--- src/pkg/dspm_pkg.sv ---
// ****************************************************************
// dual serial port constants and carriers
// ****************************************************************
package dspm_pkg;

   // register indices; the byte address on the bus is four times the index
   localparam logic [7:0]  CTRL0_IDX = 8'h98;
   localparam logic [7:0]  BUF0_IDX  = 8'h99;
   localparam logic [7:0]  CTRL1_IDX = 8'hc0;
   localparam logic [7:0]  BUF1_IDX  = 8'hc1;
   localparam logic [7:0]  CFG_IDX   = 8'hd0;
   localparam int          ADDR_W    = 12;

   // fields of the baud configuration register
   localparam int          CFG_DBL0_BIT  = 0;
   localparam int          CFG_DBL1_BIT  = 1;
   localparam int          CFG_T2SEL_BIT = 2;

   // reset values
   localparam logic [7:0]  CTRL_RST = 8'h00;
   localparam logic [2:0]  CFG_RST  = 3'h0;

   // timing in system clocks or timer overflows; oversampling in ticks per bit, frame lengths in bits
   localparam int          OVERSAMPLE       = 16;
   localparam int          M0_DIV_SLOW      = 12;
   localparam int          M0_DIV_FAST      = 4;
   localparam int          M2_BIT_SLOW      = 64;
   localparam int          M2_BIT_FAST      = 32;
   localparam int          TMR_OVF_BIT_SLOW = 32;
   localparam int          TMR_OVF_BIT_FAST = 16;
   localparam logic [3:0]  FRAME_BITS_8     = 4'ha;
   localparam logic [3:0]  FRAME_BITS_9     = 4'hb;

   typedef enum logic [1:0] {
      MODE_SHIFT, MODE_ASYNC8, MODE_ASYNC9_FIXED, MODE_ASYNC9_TIMER
   } dspm_mode_t;

   typedef enum logic [1:0] {M0_IDLE, M0_SEND, M0_RECV} dspm_m0_t;

   // control register, bit 7 first
   typedef struct packed {
      logic mode_select_high_or_frame_error;
      logic mode_select_low;
      logic clock_divide_select;
      logic rx_enable;
      logic ninth_transmit_bit;
      logic ninth_receive_bit;
      logic tx_done_flag;
      logic rx_done_flag;
   } dspm_ctrl_t;

   // register access toward one port
   typedef struct packed {
      logic       wr_ctrl;
      logic       wr_buf;
      logic [7:0] wdata;
   } dspm_req_t;

   // pin drive of one port
   typedef struct packed {
      logic txd;
      logic rxd_o;
      logic rxd_oe_n;
   } dspm_pins_t;

endpackage

--- src/hdl/dspm_serial.sv ---
// Function
// RULE1: two independent ports, own mode and speed
// RULE2: shift mode makes its clock, half duplex
// RULE3: async modes send and receive together
// RULE4: finished word held apart from shifter
// RULE5: buffer read gives receive, write loads transmit
// RULE6: control and buffer per port, adjacent
// RULE7: four modes per port, 0 to 3
// RULE8: mode 0 data on rxd, clock on txd
// RULE9: mode 0 partner is a pure slave
// RULE10: mode 0 clock is sysclk/12 or /4
// RULE11: mode 1 frame is ten bits
// RULE12: mode 1 stop bit stored as ninth bit
// RULE13: mode 1 rate from timer overflows
// RULE14: port 1 timer 1; port 0 timer 1/2
// RULE15: own doubler per port, doubles rate
// RULE16: mode 2 eleven bits, 32/64 clocks
// RULE17: mode 3 eleven bits, timer rate
// RULE18: buffer write sends; mode 0 receive start
// RULE19: ninth bit sent and stored via control
// RULE20: control bit layout mode..flags
// RULE21: mode number high bit is select 0
// RULE22: hardware sets done flags, software clears
//
// Added by the designer: the APB slave port.
`timescale 1ns/100ps
`default_nettype none

// ****************************************************************
// one serial port
// ****************************************************************
module dspm_port (
   input  wire logic               clk,
   input  wire logic               rst_n,
   input  wire dspm_pkg::dspm_req_t req,
   input  wire logic               rxd,
   input  wire logic               ovf,
   input  wire logic               dbl,
   output dspm_pkg::dspm_ctrl_t    ctrl,
   output logic [7:0]              rx_data,
   output dspm_pkg::dspm_pins_t    pins
);

   localparam int         HALF_OSR = dspm_pkg::OVERSAMPLE / 2 - 1;
   localparam logic [4:0] LIM2_S = 5'(dspm_pkg::M2_BIT_SLOW / dspm_pkg::OVERSAMPLE - 1);
   localparam logic [4:0] LIM2_F = 5'(dspm_pkg::M2_BIT_FAST / dspm_pkg::OVERSAMPLE - 1);
   localparam logic [4:0] LIMT_S = 5'(dspm_pkg::TMR_OVF_BIT_SLOW / dspm_pkg::OVERSAMPLE - 1);
   localparam logic [4:0] LIMT_F = 5'(dspm_pkg::TMR_OVF_BIT_FAST / dspm_pkg::OVERSAMPLE - 1);

   typedef struct packed {
      dspm_pkg::dspm_ctrl_t ctrl;
      logic [7:0]           rxbuf;
      logic [4:0]           pre;
      logic                 tick;
      logic                 tx_busy;
      logic [10:0]          tx_sh;
      logic [3:0]           tx_left;
      logic [3:0]           tx_cnt;
      logic                 rx_busy;
      logic                 rx_prev;
      logic [10:0]          rx_sh;
      logic [3:0]           rx_got;
      logic [3:0]           rx_cnt;
      dspm_pkg::dspm_m0_t   m0;
      logic [3:0]           m0_div;
      logic [2:0]           m0_bits;
      logic [7:0]           m0_sh;
      dspm_pkg::dspm_pins_t pins;
   } dspm_port_st_t;

   dspm_port_st_t        s;
   dspm_port_st_t        n;
   dspm_pkg::dspm_mode_t mode;
   dspm_pkg::dspm_ctrl_t cw;
   logic                 nine;
   logic [4:0]           lim;
   logic [3:0]           per;
   logic [3:0]           half;
   logic [10:0]          rx_new;
   logic                 tx_done;
   logic                 rx_done;
   logic [7:0]           rx_word;
   logic                 rx_nin;

   // ****************************************************************
   // next state
   // ****************************************************************
   always_comb begin
      n       = s;
      n.tick  = 1'b0;
      tx_done = 1'b0;
      rx_done = 1'b0;
      rx_word = s.rxbuf;
      rx_nin  = s.ctrl.ninth_receive_bit;
      cw      = dspm_pkg::dspm_ctrl_t'(req.wdata);
      mode    = dspm_pkg::dspm_mode_t'({s.ctrl.mode_select_high_or_frame_error,
                                        s.ctrl.mode_select_low}); // RULE21 RULE7
      nine    = (mode == dspm_pkg::MODE_ASYNC9_FIXED) || (mode == dspm_pkg::MODE_ASYNC9_TIMER);
      per     = s.ctrl.clock_divide_select ? 4'(dspm_pkg::M0_DIV_FAST)
                                           : 4'(dspm_pkg::M0_DIV_SLOW); // RULE10
      half    = per >> 1;
      rx_new  = {rxd, s.rx_sh[10:1]};

      // oversample tick: mode 2 counts clocks, modes 1 and 3 count overflows
      if (mode == dspm_pkg::MODE_ASYNC9_FIXED) begin
         lim = dbl ? LIM2_F : LIM2_S; // RULE16 RULE15
      end else begin
         lim = dbl ? LIMT_F : LIMT_S; // RULE13 RULE15
      end
      if (mode == dspm_pkg::MODE_SHIFT) begin
         n.pre = 5'h00;
      end else if (mode == dspm_pkg::MODE_ASYNC9_FIXED || ovf) begin
         if (s.pre >= lim) begin
            n.pre  = 5'h00;
            n.tick = 1'b1;
         end else begin
            n.pre = s.pre + 5'h01;
         end
      end

      // software write to control; flag sets below override it
      if (req.wr_ctrl) begin
         n.ctrl = cw; // RULE20
      end

      // async transmit; a write while busy is ignored
      if (req.wr_buf && mode != dspm_pkg::MODE_SHIFT && !s.tx_busy) begin
         n.tx_busy = 1'b1; // RULE18 RULE5
         n.tx_cnt  = 4'h0;
         n.tx_sh   = {1'b1, (nine ? s.ctrl.ninth_transmit_bit : 1'b1), req.wdata, 1'b0}; // RULE19
         n.tx_left = nine ? dspm_pkg::FRAME_BITS_9 : dspm_pkg::FRAME_BITS_8; // RULE11 RULE16 RULE17
      end else if (s.tx_busy && s.tick) begin
         if (s.tx_cnt == 4'(dspm_pkg::OVERSAMPLE - 1)) begin
            n.tx_cnt  = 4'h0;
            n.tx_sh   = {1'b1, s.tx_sh[10:1]};
            n.tx_left = s.tx_left - 4'h1;
            if (s.tx_left == 4'h1) begin
               n.tx_busy = 1'b0;
               tx_done   = 1'b1;
            end
         end else begin
            n.tx_cnt = s.tx_cnt + 4'h1;
         end
      end

      // async receive runs beside transmit, sampling mid-bit
      n.rx_prev = rxd;
      if (!s.rx_busy) begin
         if (mode != dspm_pkg::MODE_SHIFT && s.ctrl.rx_enable && s.rx_prev && !rxd) begin
            n.rx_busy = 1'b1; // RULE3
            n.rx_cnt  = 4'h0;
            n.rx_got  = 4'h0;
         end
      end else if (s.tick) begin
         n.rx_cnt = s.rx_cnt + 4'h1;
         if (s.rx_cnt == 4'(HALF_OSR)) begin
            if (s.rx_got == 4'h0 && rxd) begin
               n.rx_busy = 1'b0; // glitch, not a start bit
            end else begin
               n.rx_sh  = rx_new;
               n.rx_got = s.rx_got + 4'h1;
               if (s.rx_got + 4'h1 == (nine ? dspm_pkg::FRAME_BITS_9 : dspm_pkg::FRAME_BITS_8)) begin
                  n.rx_busy = 1'b0;
                  rx_done   = 1'b1;
                  rx_word   = nine ? rx_new[8:1] : rx_new[9:2];
                  rx_nin    = nine ? rx_new[9] : rx_new[10]; // RULE12 RULE19
               end
            end
         end
      end

      // mode 0 engine: one direction at a time, clock made here
      case (s.m0)
         dspm_pkg::M0_IDLE: begin
            n.m0_div  = 4'h0;
            n.m0_bits = 3'h0;
            if (mode == dspm_pkg::MODE_SHIFT && req.wr_buf) begin
               n.m0    = dspm_pkg::M0_SEND; // RULE18 RULE2
               n.m0_sh = req.wdata;
            end else if (req.wr_ctrl && cw.rx_enable && !cw.rx_done_flag &&
                         !cw.mode_select_high_or_frame_error && !cw.mode_select_low) begin
               n.m0 = dspm_pkg::M0_RECV; // RULE18
            end
         end
         dspm_pkg::M0_SEND, dspm_pkg::M0_RECV: begin
            n.m0_div = s.m0_div + 4'h1;
            // sample where the clock rises; the partner changed data at the fall
            if (s.m0 == dspm_pkg::M0_RECV && s.m0_div == half - 4'h1) begin
               n.m0_sh = {rxd, s.m0_sh[7:1]};
            end
            if (s.m0_div == per - 4'h1) begin
               n.m0_div  = 4'h0;
               n.m0_bits = s.m0_bits + 3'h1;
               if (s.m0 == dspm_pkg::M0_SEND) begin
                  n.m0_sh = {1'b0, s.m0_sh[7:1]};
               end
               if (s.m0_bits == 3'h7) begin
                  n.m0 = dspm_pkg::M0_IDLE;
                  if (s.m0 == dspm_pkg::M0_SEND) begin
                     tx_done = 1'b1;
                  end else begin
                     rx_done = 1'b1;
                     rx_word = s.m0_sh;
                  end
               end
            end
         end
         default: n.m0 = dspm_pkg::M0_IDLE;
      endcase

      // a mode change abandons whatever the other kind of engine was doing;
      // the mode being written counts, so a write into mode 0 may start a receive
      if (!n.ctrl.mode_select_high_or_frame_error && !n.ctrl.mode_select_low) begin
         n.tx_busy = 1'b0;
         n.rx_busy = 1'b0;
      end else begin
         n.m0 = dspm_pkg::M0_IDLE;
      end

      // hardware set beats a software clear in the same cycle
      if (tx_done) begin
         n.ctrl.tx_done_flag = 1'b1; // RULE22
      end
      if (rx_done) begin
         n.ctrl.rx_done_flag      = 1'b1; // RULE22
         n.ctrl.ninth_receive_bit = rx_nin;
         n.rxbuf                  = rx_word; // RULE4
      end

      // pins follow the next state so they leave straight from flops
      if (n.m0 != dspm_pkg::M0_IDLE) begin
         n.pins.txd = (n.m0_div >= half); // RULE8
      end else begin
         n.pins.txd = n.tx_busy ? n.tx_sh[0] : 1'b1;
      end
      n.pins.rxd_o    = (n.m0 == dspm_pkg::M0_SEND) ? n.m0_sh[0] : 1'b1; // RULE8
      n.pins.rxd_oe_n = (n.m0 != dspm_pkg::M0_SEND);
   end

   // ****************************************************************
   // state register
   // ****************************************************************
   always_ff @(posedge clk or negedge rst_n) begin
      if (!rst_n) begin
         s          <= '0;
         s.ctrl     <= dspm_pkg::dspm_ctrl_t'(dspm_pkg::CTRL_RST);
         s.rx_prev  <= 1'b1;
         s.m0       <= dspm_pkg::M0_IDLE;
         s.pins     <= 3'b111;
      end else begin
         s <= n;
      end
   end

   assign ctrl    = s.ctrl;
   assign rx_data = s.rxbuf; // RULE5
   assign pins    = s.pins;
endmodule

// ****************************************************************
// top: bus slave, pin synchronisers, two ports
// ****************************************************************
module dspm_serial (
   input  wire logic        CLOCK,
   input  wire logic        RST_N,
   input  wire logic        PSEL,
   input  wire logic        PENABLE,
   input  wire logic        PWRITE,
   input  wire logic [11:0] PADDR,
   input  wire logic [31:0] PWDATA,
   output logic [31:0]      PRDATA,
   output logic             PREADY,
   output logic             PSLVERR,
   input  wire logic        TIMER1_OVF,
   input  wire logic        TIMER2_OVF,
   input  wire logic        RXD0_I,
   output logic             RXD0_O,
   output logic             RXD0_OE_N,
   output logic             TXD0,
   input  wire logic        RXD1_I,
   output logic             RXD1_O,
   output logic             RXD1_OE_N,
   output logic             TXD1
);

   localparam logic [11:0] A_CTRL0 = 12'({dspm_pkg::CTRL0_IDX, 2'b00}); // RULE6
   localparam logic [11:0] A_BUF0  = 12'({dspm_pkg::BUF0_IDX, 2'b00});
   localparam logic [11:0] A_CTRL1 = 12'({dspm_pkg::CTRL1_IDX, 2'b00});
   localparam logic [11:0] A_BUF1  = 12'({dspm_pkg::BUF1_IDX, 2'b00});
   localparam logic [11:0] A_CFG   = 12'({dspm_pkg::CFG_IDX, 2'b00});

   typedef struct packed {
      logic [1:0]  rxd_meta;
      logic [1:0]  rxd_sync;
      logic [2:0]  cfg;
      logic [31:0] prdata;
      logic        pready;
      logic        pslverr;
   } dspm_top_st_t;

   dspm_top_st_t         s;
   dspm_top_st_t         n;
   logic [1:0]           rst_q;
   logic                 rst_n_s;
   logic                 setup;
   logic                 wr;
   logic                 hit;
   logic [7:0]           rd;
   dspm_pkg::dspm_req_t  req0;
   dspm_pkg::dspm_req_t  req1;
   dspm_pkg::dspm_ctrl_t ctrl0;
   dspm_pkg::dspm_ctrl_t ctrl1;
   logic [7:0]           rxb0;
   logic [7:0]           rxb1;
   dspm_pkg::dspm_pins_t pins0;
   dspm_pkg::dspm_pins_t pins1;
   logic                 ovf0;

   // reset release through two flops; assertion stays asynchronous
   always_ff @(posedge CLOCK or negedge RST_N) begin
      if (!RST_N) begin
         rst_q <= 2'b00;
      end else begin
         rst_q <= {rst_q[0], 1'b1};
      end
   end
   assign rst_n_s = rst_q[1];

   // bus decode: answer in the first access cycle, no wait states
   always_comb begin
      n          = s;
      n.rxd_meta = {RXD1_I, RXD0_I};
      n.rxd_sync = s.rxd_meta;
      setup      = PSEL && !PENABLE;
      hit        = 1'b1;
      case (PADDR)
         A_CTRL0: rd = ctrl0;
         A_BUF0:  rd = rxb0; // RULE5
         A_CTRL1: rd = ctrl1;
         A_BUF1:  rd = rxb1;
         A_CFG:   rd = {5'h00, s.cfg};
         default: begin
            rd  = 8'h00;
            hit = 1'b0;
         end
      endcase
      n.pready  = setup;
      n.pslverr = setup && !hit;
      n.prdata  = setup ? {24'h000000, rd} : 32'h00000000;
      wr        = PSEL && PENABLE && s.pready && PWRITE && !s.pslverr;
      if (wr && PADDR == A_CFG) begin
         n.cfg = PWDATA[2:0];
      end
      req0 = {wr && PADDR == A_CTRL0, wr && PADDR == A_BUF0, PWDATA[7:0]};
      req1 = {wr && PADDR == A_CTRL1, wr && PADDR == A_BUF1, PWDATA[7:0]};
      // port 1 has only timer 1; port 0 may pick timer 2
      ovf0 = s.cfg[dspm_pkg::CFG_T2SEL_BIT] ? TIMER2_OVF : TIMER1_OVF; // RULE14
   end

   always_ff @(posedge CLOCK or negedge rst_n_s) begin
      if (!rst_n_s) begin
         s          <= '0;
         s.rxd_meta <= 2'b11;
         s.rxd_sync <= 2'b11;
         s.cfg      <= dspm_pkg::CFG_RST;
      end else begin
         s <= n;
      end
   end

   // two copies, nothing shared but the timer overflow lines
   dspm_port u_port0 ( // RULE1
      .clk     (CLOCK),
      .rst_n   (rst_n_s),
      .req     (req0),
      .rxd     (s.rxd_sync[0]),
      .ovf     (ovf0),
      .dbl     (s.cfg[dspm_pkg::CFG_DBL0_BIT]),
      .ctrl    (ctrl0),
      .rx_data (rxb0),
      .pins    (pins0)
   );

   dspm_port u_port1 ( // RULE1
      .clk     (CLOCK),
      .rst_n   (rst_n_s),
      .req     (req1),
      .rxd     (s.rxd_sync[1]),
      .ovf     (TIMER1_OVF),
      .dbl     (s.cfg[dspm_pkg::CFG_DBL1_BIT]),
      .ctrl    (ctrl1),
      .rx_data (rxb1),
      .pins    (pins1)
   );

   assign PRDATA    = s.prdata;
   assign PREADY    = s.pready;
   assign PSLVERR   = s.pslverr;
   assign TXD0      = pins0.txd;
   assign RXD0_O    = pins0.rxd_o;
   assign RXD0_OE_N = pins0.rxd_oe_n;
   assign TXD1      = pins1.txd;
   assign RXD1_O    = pins1.rxd_o;
   assign RXD1_OE_N = pins1.rxd_oe_n;

endmodule

`default_nettype wire

--- config.mk ---
export PLATFORM = sky130hd
export DESIGN_NAME = dspm_serial
export DESIGN_NICKNAME = d
export VERILOG_FILES = /design/src/pkg/dspm_pkg.sv /design/src/hdl/dspm_serial.sv
export SDC_FILE = /design/constraint.sdc
export NUM_CORES = 1
export LEC_CHECK = 0
export ABC_CLOCK_PERIOD_IN_PS = 5650
export BUFFER_PORTS_ARGS = -buffer_cell sky130_fd_sc_hd__buf_2
export CORE_UTILIZATION = 51
export CTS_CLUSTER_SIZE = 25
export DETAILED_ROUTE_END_ITERATION = 10
export HOLD_SLACK_MARGIN = 0.1
export PLACE_DENSITY = 0.73
export SETUP_SLACK_MARGIN = 0.5
export SLEW_MARGIN = 20
export SYNTH_ARGS = -nofsm -noshare
export SYNTH_HDL_FRONTEND = slang
export SYNTH_SLANG_ARGS = --single-unit
--- constraint.sdc ---
create_clock -name CLOCK -period 5.65 [get_ports CLOCK]
set_input_delay 1.13 -clock CLOCK [delete_from_list [all_inputs] [get_ports CLOCK]]
set_output_delay 1.13 -clock CLOCK [all_outputs]
set_load 0.02 [all_outputs]
==> results.cfg <==
[setup_path]
timing.rr.start = u_port1.s[18]
worst_setup_path_end_kind = flip-flop
worstPathArrival_ns = 3.98
rrSetupSlack_ns = 2.72
cp_max_fo = 8
setup.worst_path.start_class = input port
worst-path-buf-inv = 1
cpPeakStageDelay_ns = 0.89
r2r-end = u_port1.pins[2]
criticalPathCategory = in -> reg
crit_required_ns = 5.99
crit_top_cell = nor3_1
cp_top_family = simple AND/OR/NAND/NOR gates
crit_slowest_cell = nor3_1
worst-r2r-cell-count = 7
crit_path_cell_trace = buf_2 > nor4b_1 > nand4_1 > nor3_1 > nor3_1 > nor3_1 > nand3_1

[min_path]
min_to = rst_q[1]
worstHoldStart = rst_q[0]
min_path_type = reg -> reg
holdPathStages = 0

[global_route]
antenna_found_initial = 0
grt_pass1_wl_um = 35600
overflow = 0
grt_pass1_vias = 6970
grt_max_degree = 64
grtUsageTotal_pct = 23.6

[placement]
place_congestion = 0.858
placedInstanceArea_um2 = 9940
dp_hpwl_um = 15200
portBuffers = 44

[sta]
period_share_pct = 64.5
slew_headroom_pct = 32.2
drv_slew = 0
grt_setup_unrepaired = false
clock_skew_ns = 0.0114
setup_tns_ns = 0
min_period_ns = 3.64
hold_viol_final = 0
setup_viol = 0
fmax_mhz = 274
worst_pin_slew_ns = 1.01

[clock_tree]
clock_sinks = 181
cts-root-buf = clkbuf_16
clockBufferDepth = 2
clk_pin_slew_ns = 0.07
insertion_delay_ns = 0.44
cts_made_buffers = 17
cts_resized = 0
h-tree-depth = 4
cts_setup_buffers = 0
hold_buffers = 0
cts_tree = built

[power]
internal_power_mw = 2.02
p_per_area_nw_per_um2 = 255
vdd_ir_drop_max_v = 0.000194
pwr-share-seq_pct = 49.8
power.share.clock_pct = 46.1
finalPower_mw = 2.69
p_switching_mw = 0.667
p_leak_nw = 4.78
netSwitchingFraction_pct = 24.8
p_comb_share_pct = 4.0

[detailed_routing]
drc_errors = 0
vias_per_cell = 5.80
ant_nets = 0
routed_wl_um = 22100
drt_iter0_drc = 607
post_drt_wl_per_cell_um = 17.5
num_vias = 7320
drt_first_pass_iters = 5

[synthesis]
syn_area_per_cell_um2 = 9.69
yosysSeqAreaShare_pct = 47.1
syn_area_um2 = 9640
synth-seq-cells = 181
synth_cells = 995
synth_top_area_share_pct = 43.9
synth_cell_types = 67
synth_top_flop_cell = dfrtp_1
synthArstFlopShare_pct = 100
synth_edf_count = 0
synth_area_leaders = dfrtp_1 44%, nand2_1 6.5%, mux2_2 4.9%
ys.warnings.count = 0
yosysTopAreaCell = dfrtp_1

[run_status]
status = completed

[cells_and_area]
syn_to_final_growth_pct = 9.50
multi_input_area_um2 = 4680
stdcell_area_um2 = 10600
fillCellCount = 1571
nets = 1108
layout_common_cells = 168 x dfrtp_1, 168 x nand2_1, 74 x o21ai_0, 54 x nor2_1, 44 x buf_2
seq_area_um2 = 4550
drive_gt1_share_pct = 16.2
utilization_pct = 57.8
diodes = 0

[floorplanning]
rows = 49
ios = 93
start_util_pct = 52.8
die_y_um = 139
core_um2 = 18300
die_area_um2 = 19500
die_x_um = 139

[flow_run]
drv_cap = 0
layer usage:
metal / track usage [%] / vias to the layer above / share of wire, %
met3: 4.37 / 45 / 5.2
met5: 0 / - / 0
met1: 31.3 / 3582 / 44
li1: - / 3519 / -
met2: 38.5 / 174 / 48
met4: 9.01 / 0 / 2.6
registers in the layout, indices dropped and copies added (netlist names):
name	cells
u_port0.s	53
u_port1.s	53
u_port0.rx_new	9
u_port1.rx_new	9
PRDATA	8
u_port0.ctrl	8
u_port0.rx_data	8
u_port1.ctrl	8
u_port1.rx_data	8
s	5
u_port0.pins	3
u_port1.pins	3
n	2
rst_q	2
PREADY	1
PSLVERR	1
cell type report:
cell class / count / share of cell area [%]
clock buffers: 17 / 4.03
inverters: 32 / 1.14
flip-flops and latches: 181 / 43.1
well taps: 229 / 2.71
repair buffers: 55 / 2.87
clock inverters: 15 / 1.81
multi-input cells: 732 / 44.3
cells by family (layout without fill, tap and decap cells):
| kind of cell | Yosys count | after routing | share of synthesized area [%] |
|---|---|---|---|
| and+or+nand+nor | 376 | 376 | 19.0 |
| AOI/OAI and AO/OA | 198 | 198 | 13.2 |
| DFF | 181 | 181 | 47.1 |
| buffers and inverters | 105 | 119 | 5.52 |
| muxes | 80 | 80 | 8.85 |
| adders and majority gates | 36 | 36 | 4.67 |
| xor gates and xnor gates | 17 | 17 | 1.54 |
| other | 2 | 25 | 0.0779 |
per-stage QoR:
stage          std cells  hold slack, ns  worst slack [ns]
2_1_floorplan       1018           0.331              2.32
3_3_place_gp        1229           0.334              1.66
3_5_place_dp        1229           0.337              1.57
4_1_cts             1261           0.354              2.07
5_1_grt             1261           0.355              1.79
6_report            1261           0.351              2.01
how the worst max path moves through the flow:
stage	from	to	slack (ns)	cells past startpoint
after floorplan	PADDR[1]	u_port1.s[4]	2.32	7
after global placement	PADDR[5]	u_port1.s[43]	1.66	8
after detailed placement	PADDR[5]	u_port1.s[44]	1.57	8
after CTS	PADDR[5]	u_port1.s[44]	2.07	8
after global routing	PADDR[1]	u_port0.pins[1]	1.79	7
final	PADDR[6]	u_port0.pins[1]	2.01	7
synth_stat cells (8+ instances only):
cell type / number
or2_2: 8
nor2_1: 54
nand3_1: 37
mux2i_1: 38
mux2_2: 42
buf_4: 33
clkbuf_1: 32
nor2b_1: 8
ha_1: 36
a22o_1: 13
inv_1: 31
nand2b_1: 10
nand4_1: 8
a21oi_1: 29
xnor2_1: 9
o21ai_0: 74
a22oi_1: 26
nor3_1: 17
and2_1: 11
nor4_1: 8
xor2_1: 8
dfrtp_1: 169
dfstp_2: 12
nand2_1: 168
power groups by stage:
stage | sequential (mW) | clock, mW | combinational, mW
2_1_floorplan | 1.37 | 0 | 0.0694
3_3_place_gp | 1.36 | 0 | 0.106
6_report | 1.34 | 1.24 | 0.108
5_1_grt | 1.34 | 1.31 | 0.123
4_1_cts | 1.34 | 1.26 | 0.109
3_5_place_dp | 1.36 | 0 | 0.109
Power figures use the tool's default switching activity.
